[src/rtl/nmt_pdo_pkg.sv]
/*
  Shared types and constants for the network-state and process-object scheduler.
  Assumes a 100 MHz core clock and a frame layer that decodes commands into pulses.
*/
package nmt_pdo_pkg;

  // ****************************************
  // Clock and time bases
  // ****************************************
  localparam int CLK_MHZ = 100;
  localparam int INHIBIT_UNIT_US = 100;
  localparam int EVENT_UNIT_US = 1000;
  localparam int INHIBIT_UNIT_CYC = INHIBIT_UNIT_US * CLK_MHZ;
  localparam int EVENT_UNIT_CYC = EVENT_UNIT_US * CLK_MHZ;
  localparam int INIT_CYC = 4;

  // ****************************************
  // Transmission-type codes
  // ****************************************
  localparam logic [7:0] TT_ACYC_SYNC = 8'h00;
  localparam logic [7:0] TT_CYC_MAX = 8'hF0;
  localparam logic [7:0] TT_RSV_LO = 8'hF1;
  localparam logic [7:0] TT_RSV_HI = 8'hFB;
  localparam logic [7:0] TT_RTR_SYNC = 8'hFC;
  localparam logic [7:0] TT_RTR_ONLY = 8'hFD;
  localparam logic [7:0] TT_COS_A = 8'hFE;
  localparam logic [7:0] TT_RESET = 8'hFF;

  localparam int IN_W = 16;

  // ****************************************
  // Network states (Gray along boot path)
  // ****************************************
  typedef enum logic [2:0] {
    ST_RST_APP = 3'b000,
    ST_RST_COM = 3'b001,
    ST_INIT = 3'b011,
    ST_PREOP = 3'b010,
    ST_OPER = 3'b110,
    ST_STOP = 3'b111
  } nmt_state_e;

  typedef struct packed {
    logic start;
    logic stop;
    logic preop;
    logic resetNode;
    logic resetComm;
  } nmt_cmd_s;

  typedef struct packed {
    logic we;
    logic [7:0] transType;
    logic [15:0] inhibit;
    logic [15:0] eventTime;
  } pdo_cfg_s;

  typedef struct packed {
    logic valid;
    logic hiPrio;
    logic [IN_W-1:0] data;
    logic [IN_W-1:0] changed;
  } tpdo_s;

  function automatic logic is_reserved(input logic [7:0] t);
    return (t >= TT_RSV_LO) && (t <= TT_RSV_HI);
  endfunction : is_reserved

endpackage : nmt_pdo_pkg

[src/rtl/unit_timer.sv]
/*
  Down counter in units of a fixed cycle count; flags expiry.
  Assumes load and count come from one clock domain.
*/
`timescale 1ns/1ps
module unit_timer import nmt_pdo_pkg::*; #(
  parameter int UNIT_CYC = 100
) (
  input wire logic core_clk,
  input wire logic rst,
  input wire logic load,
  input wire logic [15:0] units,
  output logic running
);
  logic [31:0] pre_q;
  logic [15:0] cnt_q;

  always_ff @(posedge core_clk) begin
    if (rst || load) begin
      pre_q <= '0;
      cnt_q <= rst ? 16'h0000 : units;
    end else if (cnt_q != 16'h0000) begin
      if (pre_q == 32'(UNIT_CYC - 1)) begin
        pre_q <= '0;
        cnt_q <= cnt_q - 16'h0001;
      end else begin
        pre_q <= pre_q + 32'h1;
      end
    end
  end

  assign running = (cnt_q != 16'h0000);
endmodule : unit_timer

[src/rtl/nmt_pdo_scheduler.sv]
/*
  Network-management state machine and one transmit/receive process-object scheduler.
  Assumes commands, SYNC and remote requests arrive as one-cycle pulses from a frame layer.
*/
`timescale 1ns/1ps
module nmt_pdo_scheduler import nmt_pdo_pkg::*; (
  input wire logic core_clk,
  input wire logic rst,
  input wire nmt_cmd_s nmtCmd,
  input wire logic syncRx,
  input wire logic rtrRx,
  input wire pdo_cfg_s cfg,
  input wire logic [IN_W-1:0] inputs,
  input wire logic rpdoValid,
  input wire logic [IN_W-1:0] rpdoData,
  input wire logic sdoReq,
  output nmt_state_e state_q,
  output logic bootUp_q,
  output logic cfgReject_q,
  output logic sdoAllow_q,
  output logic [7:0] transType_q,
  output tpdo_s tpdo_q,
  output logic [IN_W-1:0] outputs_q
);
  nmt_state_e state_d;
  logic [2:0] initCnt_q;
  logic [IN_W-1:0] pending_q, sampled_q, lastIn_q;
  logic [7:0] syncCnt_q;
  logic [15:0] inhibit_q, eventTime_q;
  logic eventPend_q, rxHave_q;
  logic inhRun, evtRun, evtRunDly_q, evtExpire, sendNow, isEvt, oper, cfgOk;
  logic [IN_W-1:0] delta;
  logic cosPend_q;
  logic [IN_W-1:0] cosMask_q;

  // ****************************************
  // Network state machine
  // ****************************************
  assign oper = (state_q == ST_OPER);

  always_comb begin
    state_d = state_q;
    case (state_q)
      ST_RST_APP: state_d = ST_RST_COM;
      ST_RST_COM: if (initCnt_q == 3'(INIT_CYC - 1)) state_d = ST_INIT;
      ST_INIT: state_d = ST_PREOP;
      ST_PREOP, ST_OPER, ST_STOP: begin
        if (nmtCmd.resetNode) state_d = ST_RST_APP;
        else if (nmtCmd.resetComm) state_d = ST_RST_COM;
        else if (nmtCmd.stop && state_q != ST_STOP) state_d = ST_STOP;
        else if (nmtCmd.start && state_q != ST_OPER) state_d = ST_OPER;
        else if (nmtCmd.preop && state_q != ST_PREOP) state_d = ST_PREOP;
      end
      default: state_d = ST_RST_APP;
    endcase
  end

  always_ff @(posedge core_clk) begin
    if (rst) state_q <= ST_RST_APP;
    else state_q <= state_d;
  end

  always_ff @(posedge core_clk) begin
    if (rst || state_q != ST_RST_COM) initCnt_q <= 3'h0;
    else initCnt_q <= initCnt_q + 3'h1;
  end

  // Boot-up is a single pulse on leaving init
  always_ff @(posedge core_clk) begin
    if (rst) bootUp_q <= 1'b0;
    else bootUp_q <= (state_q == ST_INIT);
  end

  // SDO served in pre-operational and operational only
  always_ff @(posedge core_clk) begin
    if (rst) sdoAllow_q <= 1'b0;
    else sdoAllow_q <= sdoReq && (state_q == ST_PREOP || oper);
  end

  // ****************************************
  // Configuration
  // ****************************************
  // Master is expected to hold pre-operational while writing; we enforce it
  assign cfgOk = cfg.we && (state_q == ST_PREOP) && !is_reserved(cfg.transType);

  always_ff @(posedge core_clk) begin
    // Both reset states restore the communication settings
    if (rst || state_q == ST_RST_APP || state_q == ST_RST_COM) begin
      transType_q <= TT_RESET;
      inhibit_q <= 16'h0000;
      eventTime_q <= 16'h0000;
    end else if (cfgOk) begin
      transType_q <= cfg.transType;
      inhibit_q <= cfg.inhibit;
      eventTime_q <= cfg.eventTime;
    end
  end

  always_ff @(posedge core_clk) begin
    if (rst) cfgReject_q <= 1'b0;
    else cfgReject_q <= cfg.we && !cfgOk;
  end

  // ****************************************
  // SYNC sampling and receive side
  // ****************************************
  always_ff @(posedge core_clk) begin
    if (rst) begin
      rxHave_q <= 1'b0;
      pending_q <= '0;
      outputs_q <= '0;
    end else if (!oper) begin
      rxHave_q <= 1'b0;
    end else begin
      if (rpdoValid) begin
        pending_q <= rpdoData;
        rxHave_q <= 1'b1;
      end
      if (syncRx && rxHave_q) begin
        outputs_q <= pending_q;
        if (!rpdoValid) rxHave_q <= 1'b0;
      end
    end
  end

  always_ff @(posedge core_clk) begin
    if (rst) sampled_q <= '0;
    else if (syncRx || (rtrRx && transType_q == TT_RTR_ONLY)) sampled_q <= inputs;
  end

  always_ff @(posedge core_clk) begin
    if (rst) lastIn_q <= '0;
    else lastIn_q <= inputs;
  end
  assign delta = inputs ^ lastIn_q;

  // ****************************************
  // Transmit scheduling
  // ****************************************
  assign isEvt = (transType_q >= TT_COS_A);

  always_ff @(posedge core_clk) begin
    if (rst || !oper) eventPend_q <= 1'b0;
    else if (delta != '0) eventPend_q <= 1'b1;
    else if (syncRx && transType_q == TT_ACYC_SYNC) eventPend_q <= 1'b0;
  end

  always_ff @(posedge core_clk) begin
    if (rst || !oper) syncCnt_q <= 8'h00;
    else if (syncRx) syncCnt_q <= (syncCnt_q + 8'h01 >= transType_q) ? 8'h00 : syncCnt_q + 8'h01;
  end

  always_ff @(posedge core_clk) begin
    if (rst) evtRunDly_q <= 1'b0;
    else evtRunDly_q <= evtRun;
  end
  assign evtExpire = evtRunDly_q && !evtRun && eventTime_q != 16'h0000;

  // Change seen under inhibit is held back, not lost; sent when the gap ends
  always_ff @(posedge core_clk) begin
    if (rst || !oper || !isEvt || sendNow) begin
      cosPend_q <= 1'b0;
      cosMask_q <= '0;
    end else if (delta != '0) begin
      cosPend_q <= 1'b1;
      cosMask_q <= cosMask_q | delta;
    end
  end

  always_comb begin
    sendNow = 1'b0;
    if (transType_q == TT_ACYC_SYNC) sendNow = syncRx && (eventPend_q || delta != '0);
    else if (transType_q <= TT_CYC_MAX)
      sendNow = syncRx && (syncCnt_q + 8'h01 >= transType_q);
    else if (transType_q == TT_RTR_SYNC || transType_q == TT_RTR_ONLY) sendNow = rtrRx;
    else if (isEvt) sendNow = !inhRun && (delta != '0 || cosPend_q || evtExpire);
    sendNow = sendNow && oper;
  end

  unit_timer #(.UNIT_CYC(INHIBIT_UNIT_CYC)) inhibitTimer (
    .core_clk(core_clk),
    .rst(rst || !oper),
    .load(sendNow && isEvt),
    .units(inhibit_q),
    .running(inhRun)
  );

  unit_timer #(.UNIT_CYC(EVENT_UNIT_CYC)) eventTimer (
    .core_clk(core_clk),
    .rst(rst || !oper),
    .load((sendNow || (evtExpire && inhRun) || !evtRun) && isEvt && !evtRunDly_q || sendNow),
    .units(eventTime_q),
    .running(evtRun)
  );

  always_ff @(posedge core_clk) begin
    if (rst) tpdo_q <= '0;
    else begin
      tpdo_q.valid <= sendNow;
      tpdo_q.hiPrio <= sendNow && isEvt;
      // Sync types send what this SYNC samples; only type 252 replays an older sample
      tpdo_q.data <= (transType_q == TT_RTR_SYNC) ? sampled_q : inputs;
      tpdo_q.changed <= isEvt ? (delta | cosMask_q) : {IN_W{1'b1}};
    end
  end
endmodule : nmt_pdo_scheduler

[config.mk]
export PLATFORM = sky130hd
export DESIGN_NAME = nmt_pdo_scheduler
export DESIGN_NICKNAME = d
export VERILOG_FILES = /design/src/rtl/nmt_pdo_pkg.sv /design/src/rtl/unit_timer.sv /design/src/rtl/nmt_pdo_scheduler.sv
export SDC_FILE = /design/constraint.sdc
export NUM_CORES = 1
export LEC_CHECK = 0
export ABC_AREA = 1
export BUFFER_PORTS_ARGS = -buffer_cell sky130_fd_sc_hd__buf_2
export CELL_PAD_IN_SITES_DETAIL_PLACEMENT = 1
export CELL_PAD_IN_SITES_GLOBAL_PLACEMENT = 2
export CORE_AREA = 2 2 199 201
export DETAILED_ROUTE_END_ITERATION = 10
export DIE_AREA = 0 0 201 203
export GPL_TIMING_DRIVEN = 0
export PLACE_DENSITY_LB_ADDON = 0.1
export SLEW_MARGIN = 20
export SYNTH_ARGS = -nofsm -noshare
export SYNTH_HDL_FRONTEND = slang
export SYNTH_HIERARCHICAL = 1
export SYNTH_SLANG_ARGS = --single-unit
[constraint.sdc]
create_clock -name core_clk -period 4.5 [get_ports core_clk]
set_input_delay 0.9 -clock core_clk [delete_from_list [all_inputs] [get_ports core_clk]]
set_output_delay 0.9 -clock core_clk [all_outputs]
set_load 0.01 [all_outputs]
Word-level counts from Yosys, hierarchy flattened
Cells that the tools add are included.
{"block": "totals", "out_inout_bits": 64, "regBits": 271, "input_bits": 84}
{"block": "op_classes", "eq_ne": 16, "bitwise": 3, "n_addsub": 6, "reduce_logical": 63, "mux": 29, "order_cmp": 5}
{"cell": "16-bit two-way mux", "count": 10}
{"cell": "32-bit by 1-bit adder with 32-bit output, second input constant", "count": 2}
{"cell": "32-bit two-way mux", "count": 2}
{"cell": "16-bit nonzero test", "count": 4}
{"cell": "32-bit by 14-bit equality test with 1-bit output, second input constant", "count": 1}
{"cell": "32-bit by 17-bit equality test with 1-bit output, second input constant", "count": 1}
{"cell": "16-bit by 1-bit subtractor with 16-bit output, second input constant", "count": 2}
{"cell": "1-bit logical AND", "count": 21}
{"cell": "3-bit two-way mux", "count": 6}
{"cell": "1-bit logical OR", "count": 17}
{"cell": "8-bit equality test, second input constant", "count": 2}
{"cell": "8-bit >= comparator, second input constant", "count": 2}
{"cell": "8-bit <= comparator, second input constant", "count": 2}
{"cell": "16-bit OR", "count": 1}
{"cell": "16-bit bitwise XOR", "count": 1}
{"cell": "3-bit case mux with 4 select lines", "count": 1}
{"cell": "2-bit AND reduction", "count": 5}
{"cell": "2-bit nonzero test", "count": 5}
{"cell": "3-bit by 2-bit equality test with 1-bit output, second input constant", "count": 3}
{"cell": "1-bit two-way mux", "count": 9}
{"cell": "8-bit by 1-bit adder with 8-bit output, second input constant", "count": 1}
{"cell": "8-bit >= comparator", "count": 1}
{"cell": "8-bit logical NOT", "count": 1}
{"cell": "8-bit two-way mux", "count": 1}
{"cell": "other kinds (13)", "count": 21}

Logic depth before layout (Yosys ltp)
Gate-level depths: netlist (run 1).
{"block": "logic_depth", "depth_word": 19, "depth_mapped": 22}

Cells and area by module
Netlist (run 1), hierarchy kept.
{"module": "nmt_pdo_scheduler", "cells_each": 809, "instances": 1, "area_per_inst_um2": 6466.2}
{"module": "unit_timer (eventTimer)", "cells_each": 473, "instances": 1, "area_per_inst_um2": 3138.0}
{"module": "unit_timer (inhibitTimer)", "cells_each": 468, "instances": 1, "area_per_inst_um2": 3029.2}

Least setup slack after synthesis (run 1)
Ideal clock, no wire load.
{"block": "synth_timing", "kind": "register to register", "startpoint": "register syncCnt_q[0]", "endpoint": "register inhibitTimer.cnt_q[0] (enable)", "arrival_ps": 2765, "period_less_slack_ps": 3105, "path_buffers": 1, "path_slack_ps": 1395, "path_stages_with_launch": 21, "cell_sequence": "dfxtp_1 -> nand3_1 -> nand3b_1 -> nand3b_1 -> xnor2_1 -> ha_1 -> nand2_1 -> nor2_1 -> nand4_1 -> nand3_1 -> nand2_1 -> nand2_1 -> nand3_2 -> nand2_1 -> nand2_1 -> nor2_1 -> nor2_1 -> buf_4 -> nand2_1 -> nand2_4 -> inv_2"}
{"block": "synth_between", "elab_chain_cells": 10, "elab_cells_between_ends": 11, "cone_classes": "add/sub (1); order compare (1); mux (2); reduce/logical (7)"}
{"element": "from (decl)", "line": "nmt_pdo_scheduler.sv:28", "text": "logic [7:0] syncCnt_q;"}
{"element": "from (signal assigned)", "line": "nmt_pdo_scheduler.sv:150", "text": "else if (syncRx) syncCnt_q <= (syncCnt_q + 8'h01 >= transType_q) ? 8'h00 : syncCnt_q + 8'h01;"}
{"element": "8-bit by 1-bit adder with 8-bit output *", "line": "nmt_pdo_scheduler.sv:174", "text": "sendNow = syncRx && (syncCnt_q + 8'h01 >= transType_q);"}
{"element": "8-bit >= comparator *", "line": "nmt_pdo_scheduler.sv:174"}
{"element": "1-bit logical AND *", "line": "nmt_pdo_scheduler.sv:174"}
{"element": "1-bit two-way mux *", "line": "nmt_pdo_scheduler.sv:173", "text": "else if (transType_q <= TT_CYC_MAX)"}
{"element": "1-bit two-way mux *", "line": "nmt_pdo_scheduler.sv:172", "text": "if (transType_q == TT_ACYC_SYNC) sendNow = syncRx && (eventPend_q || delta != '0);"}
{"element": "1-bit logical AND *", "line": "nmt_pdo_scheduler.sv:177", "text": "sendNow = sendNow && oper;"}
{"element": "1-bit logical AND *", "line": "nmt_pdo_scheduler.sv:183", "text": ".load(sendNow && isEvt),"}
{"element": "1-bit logical OR *", "line": "unit_timer.sv:19", "text": "if (rst || load) begin"}
{"element": "2-bit nonzero test (no source line)"}
{"element": "2-bit AND reduction (no source line) *"}
{"element": "to (signal assigned)", "line": "unit_timer.sv:21", "text": "cnt_q <= rst ? 16'h0000 : units;"}
{"element": "to (signal assigned)", "line": "unit_timer.sv:25", "text": "cnt_q <= cnt_q - 16'h0001;"}
{"element": "to (decl)", "line": "unit_timer.sv:16", "text": "logic [15:0] cnt_q;"}
Mark *: on every way between the ends. The rest lies on a longest branch, timed or not.
A chain may end at the register's enable or synchronous reset.

Final worst setup path (run 1)
{"block": "layout_timing", "startpoint": "register syncCnt_q[0]", "endpoint": "register inhibitTimer.cnt_q[1], data pin"}
{"block": "layout_between", "elab_chain_cells": 9}
{"element": "8-bit by 1-bit adder with 8-bit output", "line": "nmt_pdo_scheduler.sv:174"}
{"element": "8-bit >= comparator", "line": "nmt_pdo_scheduler.sv:174"}
{"element": "1-bit logical AND", "line": "nmt_pdo_scheduler.sv:174"}
{"element": "1-bit two-way mux", "line": "nmt_pdo_scheduler.sv:173"}
{"element": "1-bit two-way mux", "line": "nmt_pdo_scheduler.sv:172"}
{"element": "1-bit logical AND", "line": "nmt_pdo_scheduler.sv:177"}
{"element": "1-bit logical AND", "line": "nmt_pdo_scheduler.sv:183"}
{"element": "1-bit logical OR", "line": "unit_timer.sv:19"}
{"element": "16-bit two-way mux", "line": "unit_timer.sv:19"}
No other way between the ends.

==> results.json, run 1 <==
{
  "async_reset_ff_share_pct": 0,
  "drtIter0Drc": 417,
  "htreeDepth": 2,
  "min_path_type": "reg2reg",
  "synth_flop_cell": "dfxtp_1",
  "grt_pass1_vias": 12000,
  "critical_path_arrival_ns": 4.29,
  "rr_worst_depth": 19,
  "mappedNetlistArea_sq_um": 12600,
  "synthAdderAreaFrac_pct": 1.49,
  "slew_headroom_pct": 52.3,
  "fin_tns_setup_ns": 0,
  "wire_per_inst_microns": 16.1,
  "vias_per_cell": 4.72,
  "cp.required_ns": 4.88,
  "cp-start-kind": "register",
  "cts_tree": "yes",
  "dp_hpwl_microns": 30000,
  "worstSkewPairLatency_ns": 0.56,
  "layout-drive-gt1-share_pct": 15.0,
  "synth_compound_area_share_pct": 12.0,
  "ys_seq_area_share_pct": 45.5,
  "postRouteAntennaNets": 0,
  "fmax_mhz": 256,
  "dieHeight_microns": 203,
  "multi_input_area_sq_um": 5810,
  "cts_root_buffer": "clkbuf_16",
  "path_max_fanout": 10,
  "grt_pass1_wl_microns": 63800,
  "numCtsBuffers": 34,
  "cts_buffer_depth": 3,
  "core-area_sq_um": 38500,
  "fin_nets": 2032,
  "vias": 11700,
  "synth_fp_nets": 1849,
  "gp_congestion": 0.789,
  "rows": 72,
  "synthSimpleGateAreaFrac_pct": 29.9,
  "ff2ff_setup_slack_ns": 0.59,
  "drc": 0,
  "seqCellArea_sq_um": 5750,
  "ir_drop_mv": 0.258,
  "maxSlewViolCount": 0,
  "end_kind": "register",
  "worst_slew_pin_slew_ns": 0.716,
  "stdcell_count": 2480,
  "portBuffers": 147,
  "clk_pin_slew_ns": 0.06,
  "ctsHoldBuffers": 0,
  "fillers": 4927,
  "fin_crit_ns": 3.91,
  "dr.pass1.iters": 4,
  "grt_start_max_net_pins": 24,
  "ys_seq_elements": 271,
  "worst_hold_path.endpoint": "initCnt_q[0]",
  "io_pins": 148,
  "timing.final.crit_share_pct": 86.9,
  "synth_edf_count": 32,
  "maxCapViolations": 0,
  "start_util_pct": 32.8,
  "grt-ovfl-total": 0,
  "synth_xor_area_share_pct": 2.57,
  "syn_to_final_growth_pct": 19.3,
  "syn_inst": 1750,
  "dpl.cell_count": 2415,
  "wirelength_microns": 40000,
  "setup_viol": 0,
  "yosys_warnings": 6,
  "die_w_microns": 201,
  "rsz0062_at_grt": "no",
  "fin_skew_ns": 0.0305,
  "hold_viol": 0,
  "power_density_nw_per_um2": 357,
  "synth_top_family_by_area": "simple AND/OR/NAND/NOR gates",
  "hold_depth": 1,
  "track_usage_pct": 19.7,
  "min_from": "initCnt_q[0]",
  "p_leak_nw": 6.45,
  "synth.area.mux_share_pct": 0,
  "outcome": "completed",
  "critical_path_class": "reg2reg",
  "antenna_found_initial": 3,
  "postCtsSetupBuffers": 0,
  "postSynthAreaPerCell_sq_um": 7.22,
  "synth_cell_type_count": 50,
  "worst_r2r_startpoint": "syncCnt_q[0]",
  "ctsResizeCount": 0,
  "die_area_sq_um": 40800,
  "timing.rr.end": "inhibitTimer/cnt_q[1]",
  "cts_sinks": 271
}
-- through the flow --
step / area [sq um] / hold slack [ns] / power (W) / utilization [%] / setup WS [ns]
6_report: 15100 / 0.434 / 0.00538 / 39.2 / 0.589
3_5_place_dp: 14000 / 0.433 / 0.00284 / 36.4 / 0.448
5_1_grt: 15100 / 0.462 / 0.00560 / 39.2 / 0.226
4_1_cts: 15100 / 0.442 / 0.00549 / 39.2 / 0.546
2_1_floorplan: 12600 / 0.399 / 0.00270 / - / 1.40
3_3_place_gp: 14000 / 0.407 / 0.00283 / 36.4 / 0.460
-- worst max-delay path by stage --
stage,from,to,slack (ns),cells past startpoint
3_3_place_gp,inputs[5],inhibitTimer/cnt_q[1],0.46,20
6_report,syncCnt_q[0],inhibitTimer/cnt_q[1],0.59,19
3_5_place_dp,inputs[5],inhibitTimer/cnt_q[1],0.45,20
2_1_floorplan,syncCnt_q[0],inhibitTimer/cnt_q[0],1.40,20
5_1_grt,syncCnt_q[0],inhibitTimer/cnt_q[13],0.23,20
4_1_cts,syncCnt_q[0],inhibitTimer/cnt_q[1],0.55,19
-- logic make-up after synthesis --
group	after synthesis
adder cells (fa/ha/maj)	15
flip-flops	271
AO/OA/AOI/OAI	290
AND/OR/NAND/NOR	875
buffers and inverters	262
XOR/XNOR	37
-- cells in the mapped netlist (3+ instances only) --
master	instances	area [sq um]
nand3_1	60	300
edfxtp_1	32	961
nor2_2	31	194
nand2_2	22	138
nor2_1	323	1210
inv_2	8	30.0
nand2_4	6	67.6
buf_2	8	40.0
ha_1	15	188
nand2_1	351	1320
dfxtp_1	239	4780
a22o_1	4	35.0
xor2_1	29	254
o21ai_0	131	656
a21oi_1	132	661
inv_1	196	736
clkbuf_1	35	131
a22oi_1	3	22.5
buf_4	3	22.5
nand4_1	37	231
buf_6	4	45.0
nor4_1	3	18.8
o211ai_1	8	60.1
xnor2_1	8	70.1
nor2_4	3	33.8
nor3_1	24	120
nand3b_1	5	37.5
-- cells in the final DEF (no fill, tap or decap), types with 22 or more instances in the layout --
cell,count
buf_2,155
nor2_2,31
nand4_1,37
xor2_1,29
nand2_1,351
nand3_1,60
inv_1,196
nor2_1,323
o21ai_0,131
edfxtp_1,32
nand2_2,22
clkbuf_16,35
clkbuf_1,47
nor3_1,24
dfxtp_1,239
a21oi_1,132
-- report_power, final --
group | internal (W) | switching, W
registers | 0.00248 | 0.0000200
clock network | 0.00151 | 0.00109
logic | 0.0000963 | 0.000180
total | 0.00409 | 0.00129
-- worst max-delay path: stages (launching register included) --
cell	delay (ns)
dfxtp_1	0.41
nand3_1	0.13
nand3b_1	0.21
nand3b_1	0.20
xnor2_1	0.20
ha_1	0.28
a21oi_1	0.15
o21a_1	0.15
nand3_1	0.11
nand2_1	0.07
nand2_1	0.06
nand3_2	0.10
nand2_1	0.08
nand2_1	0.11
nor2_1	0.07
nor2_1	0.29
buf_4	0.26
clkinv_1	0.35
buf_2	0.35
o21ai_0	0.18
-- metal layers --
layer,part of all wire [%],global-route usage [%],vias up
met2,46,33.5,149
li1,-,-,5964
met4,2.4,6.40,6
met3,3.9,3.50,59
met1,47,25.2,5535
met5,0.11,0,-
-- cell type report --
| type | instances | area share (%) |
|---|---|---|
| diodes | 3 | 0.0498 |
| clock inverters | 11 | 0.506 |
| repair buffers | 147 | 4.88 |
| plain buffers | 54 | 1.93 |
| clock buffers | 51 | 6.47 |
| well taps | 518 | 4.30 |
| multi-input cells | 1217 | 38.5 |
| flip-flops and latches | 271 | 38.1 |
| inverters | 208 | 5.22 |
-- flip-flops by register name, summed over array words and instances (netlist names), 3 cells and up --
signal,cells
outputs_q,16
pending_q,16
sampled_q,16
cosMask_q,16
syncCnt_q,8
eventTime_q,16
inhibitTimer/cnt_q,16
eventTimer/cnt_q,16
transType_q,8
state_q,3
tpdo_q,34
inhibit_q,16
eventTimer/pre_q,32
lastIn_q,16
inhibitTimer/pre_q,32
initCnt_q,3
No activity file was read; power rests on OpenSTA's default activity.
==> run 2, diff against run 1 <==
Settings changed: PLACE_DENSITY from default to 0.78, PLACE_DENSITY_LB_ADDON 0.1 to default, REMOVE_ABC_BUFFERS from default to 1.
==> run 2 against run 1 <==
Power up 1.3%; clock-buffer cell count down 5; via count decreased by 1.4%; worst hold slack lost 0.0025 ns; maximum frequency is 2.3% lower; wire length decreased by 5.8%; setup slack got worse by 0.093 ns; utilization decreased by 0.29 points; largest cell class unchanged; sequential power hardly changed; global-route usage shrank 1.1 points.
==> results.json, run 2 (same netlist as run 1, synthesis figures left out) <==
{
  "htreeDepth": 2,
  "fin_nets": 1983,
  "wirelength_microns": 37700,
  "worst_slew_pin_slew_ns": 1.05,
  "fin_tns_setup_ns": 0,
  "vias_per_cell": 4.75,
  "hold_viol": 0,
  "p_leak_nw": 6.37,
  "fin_skew_ns": 0.0124,
  "start_util_pct": 32.8,
  "min_path_type": "reg2reg",
  "worst_r2r_startpoint": "syncCnt_q[0]",
  "dieHeight_microns": 203,
  "gp_congestion": 0.796,
  "ir_drop_mv": 0.228,
  "grt-ovfl-total": 0,
  "numCtsBuffers": 34,
  "cts_sinks": 271,
  "setup_slack_ns": 0.495,
  "multi_input_area_sq_um": 5850,
  "largest_register_ff_count": 34,
  "cts_root_buffer": "clkbuf_16",
  "path_cells": "nand3_1 -> nand3b_1 -> nand3b_1 -> xnor2_1 -> ha_1 -> a21oi_1 -> o21a_1 -> nand3_1 -> nand2_1 -> nand2_1 -> nand3_2 -> nand2_1 -> nand2_1 -> nor2_1 -> nor2_2 -> nand2_1 -> nand2_4 -> inv_2",
  "final_cell_mix": "349 x nand2_1, 320 x nor2_1, 239 x dfxtp_1, 193 x inv_1, 147 x buf_2",
  "portBuffers": 147,
  "seqPwrFrac_pct": 45.9,
  "antenna_found_initial": 7,
  "maxCapViolations": 0,
  "dpl.cell_count": 2365,
  "combPwrFrac_pct": 4.9,
  "path_max_fanout": 22,
  "critical_path_arrival_ns": 4.22,
  "outcome": "completed",
  "cts_tree": "yes",
  "vias": 11600,
  "postRouteAntennaNets": 0,
  "rr_worst_depth": 18,
  "io_pins": 148,
  "drtIter0Drc": 390,
  "clk_pin_slew_ns": 0.06,
  "grt_pass1_vias": 12000,
  "critical_path_class": "reg2reg",
  "dp_hpwl_microns": 27300,
  "hold_depth": 1,
  "syn_to_final_growth_pct": 18.5,
  "core-area_sq_um": 38500,
  "grt_start_max_net_pins": 53,
  "p_switching_w": 0.00128,
  "seqCellArea_sq_um": 5750,
  "power_density_nw_per_um2": 364,
  "largest-register": "tpdo_q",
  "crit_buf_inv": 1,
  "die_area_sq_um": 40800,
  "fin_crit_ns": 4.00,
  "slowest_delay_ns": 0.58,
  "p_int_w": 0.00417,
  "final_core_util_pct": 38.9,
  "maxSlewViolCount": 0,
  "clkPwrFrac_pct": 49.1,
  "cp.required_ns": 4.71,
  "crit_top_cell": "nand2_1",
  "wire_per_inst_microns": 15.5,
  "mostFrequentLayoutCell": "nand2_1",
  "min_from": "initCnt_q[0]",
  "postCtsSetupBuffers": 0,
  "layout-drive-gt1-share_pct": 15.4,
  "ff2ff_setup_slack_ns": 0.50,
  "setup_viol": 0,
  "cp_top_family": "simple AND/OR/NAND/NOR gates",
  "p_sw_share_pct": 23.6,
  "timing.final.crit_share_pct": 89.0,
  "worst_hold_path.endpoint": "initCnt_q[0]",
  "grt_pass1_wl_microns": 61500,
  "cts_buffer_depth": 3,
  "die_w_microns": 201,
  "largestRegisters": "tpdo_q x34, eventTimer/pre_q x32, inhibitTimer/pre_q x32",
  "timing.rr.end": "inhibitTimer/cnt_q[1]",
  "rsz0062_at_grt": "no",
  "end_kind": "register",
  "track_usage_pct": 18.6,
  "stdcell_count": 2430,
  "fillers": 4856,
  "dpl_worst_slack_ns": -0.426,
  "drc": 0,
  "worstSkewPairLatency_ns": 0.54,
  "dr.pass1.iters": 4,
  "fmax_mhz": 250,
  "rows": 72,
  "cp_slowest_cell": "nor2_2",
  "cp-start-kind": "register",
  "slew_headroom_pct": 29.6
}
run 2: power groups by stage:
stage               combinational (W)  sequential [W]  clock, W
floorplan                    0.000126         0.00256         0
CTS                          0.000275         0.00250   0.00277
global placement             0.000258         0.00255         0
detailed placement           0.000273         0.00256         0
global route                 0.000307         0.00251   0.00288
finish                       0.000270         0.00250   0.00268
run 2: how the worst max path moves through the flow:
stage	startpoint	to	cells after the start
after floorplan	syncCnt_q[0]	inhibitTimer/cnt_q[10]	19
after CTS	syncCnt_q[0]	eventTimer/cnt_q[11]	19
after global routing	syncCnt_q[0]	inhibitTimer/cnt_q[2]	18
final	syncCnt_q[0]	inhibitTimer/cnt_q[1]	18
after detailed placement	inputs[7]	inhibitTimer/cnt_q[10]	20
after global placement	syncCnt_q[0]	inhibitTimer/cnt_q[10]	19
run 2: metrics by stage:
stage                     total power (W)  cell area [sq um]  hold slack [ns]
after floorplan                   0.00269              12300            0.399
after global placement            0.00281              13700            0.408
after detailed placement          0.00283              13800            0.432
after CTS                         0.00555              14900            0.440
after global routing              0.00569              15000            0.455
final                             0.00545              15000            0.432
run 2: final cells by class:
| cell class | count | share of cell area (%) |
|---|---|---|
| antenna | 2 | 0.0334 |
| clock buffer | 46 | 6.25 |
| clock inverter | 16 | 1.01 |
| inverter | 208 | 5.30 |
| multi-input combinational | 1217 | 39.1 |
| sequential | 271 | 38.4 |
| tap | 518 | 4.33 |
| timing repair buffer | 151 | 5.55 |
| timing repair inverter | 1 | 0.0334 |
run 2: worst reg2reg max path: cells and delay by family (launching register included):
| kind | cells | cell delay (ns) |
|---|---|---|
| buffers and inverters | 1 | 0.27 |
| flip-flops | 1 | 0.42 |
| XOR/XNOR | 1 | 0.23 |
| adder cells (fa/ha/maj) | 1 | 0.29 |
| AND/OR/NAND/NOR | 13 | 2.18 |
| AO/OA/AOI/OAI | 2 | 0.28 |
run 2: routing by layer:
metal	up-vias	routed length (microns)	track usage [%]
li1	5880	-	-
met1	5461	17400	22.8
met2	151	17600	31.7
met3	49	2080	5.68
met4	12	568	4.50
met5	-	71	0
run 2: timing repair:
item                       CTS  global route
setup endpoints to repair   27            10
hold buffers                 0             0
gates resized for setup      3             3
gates cloned                 0             1
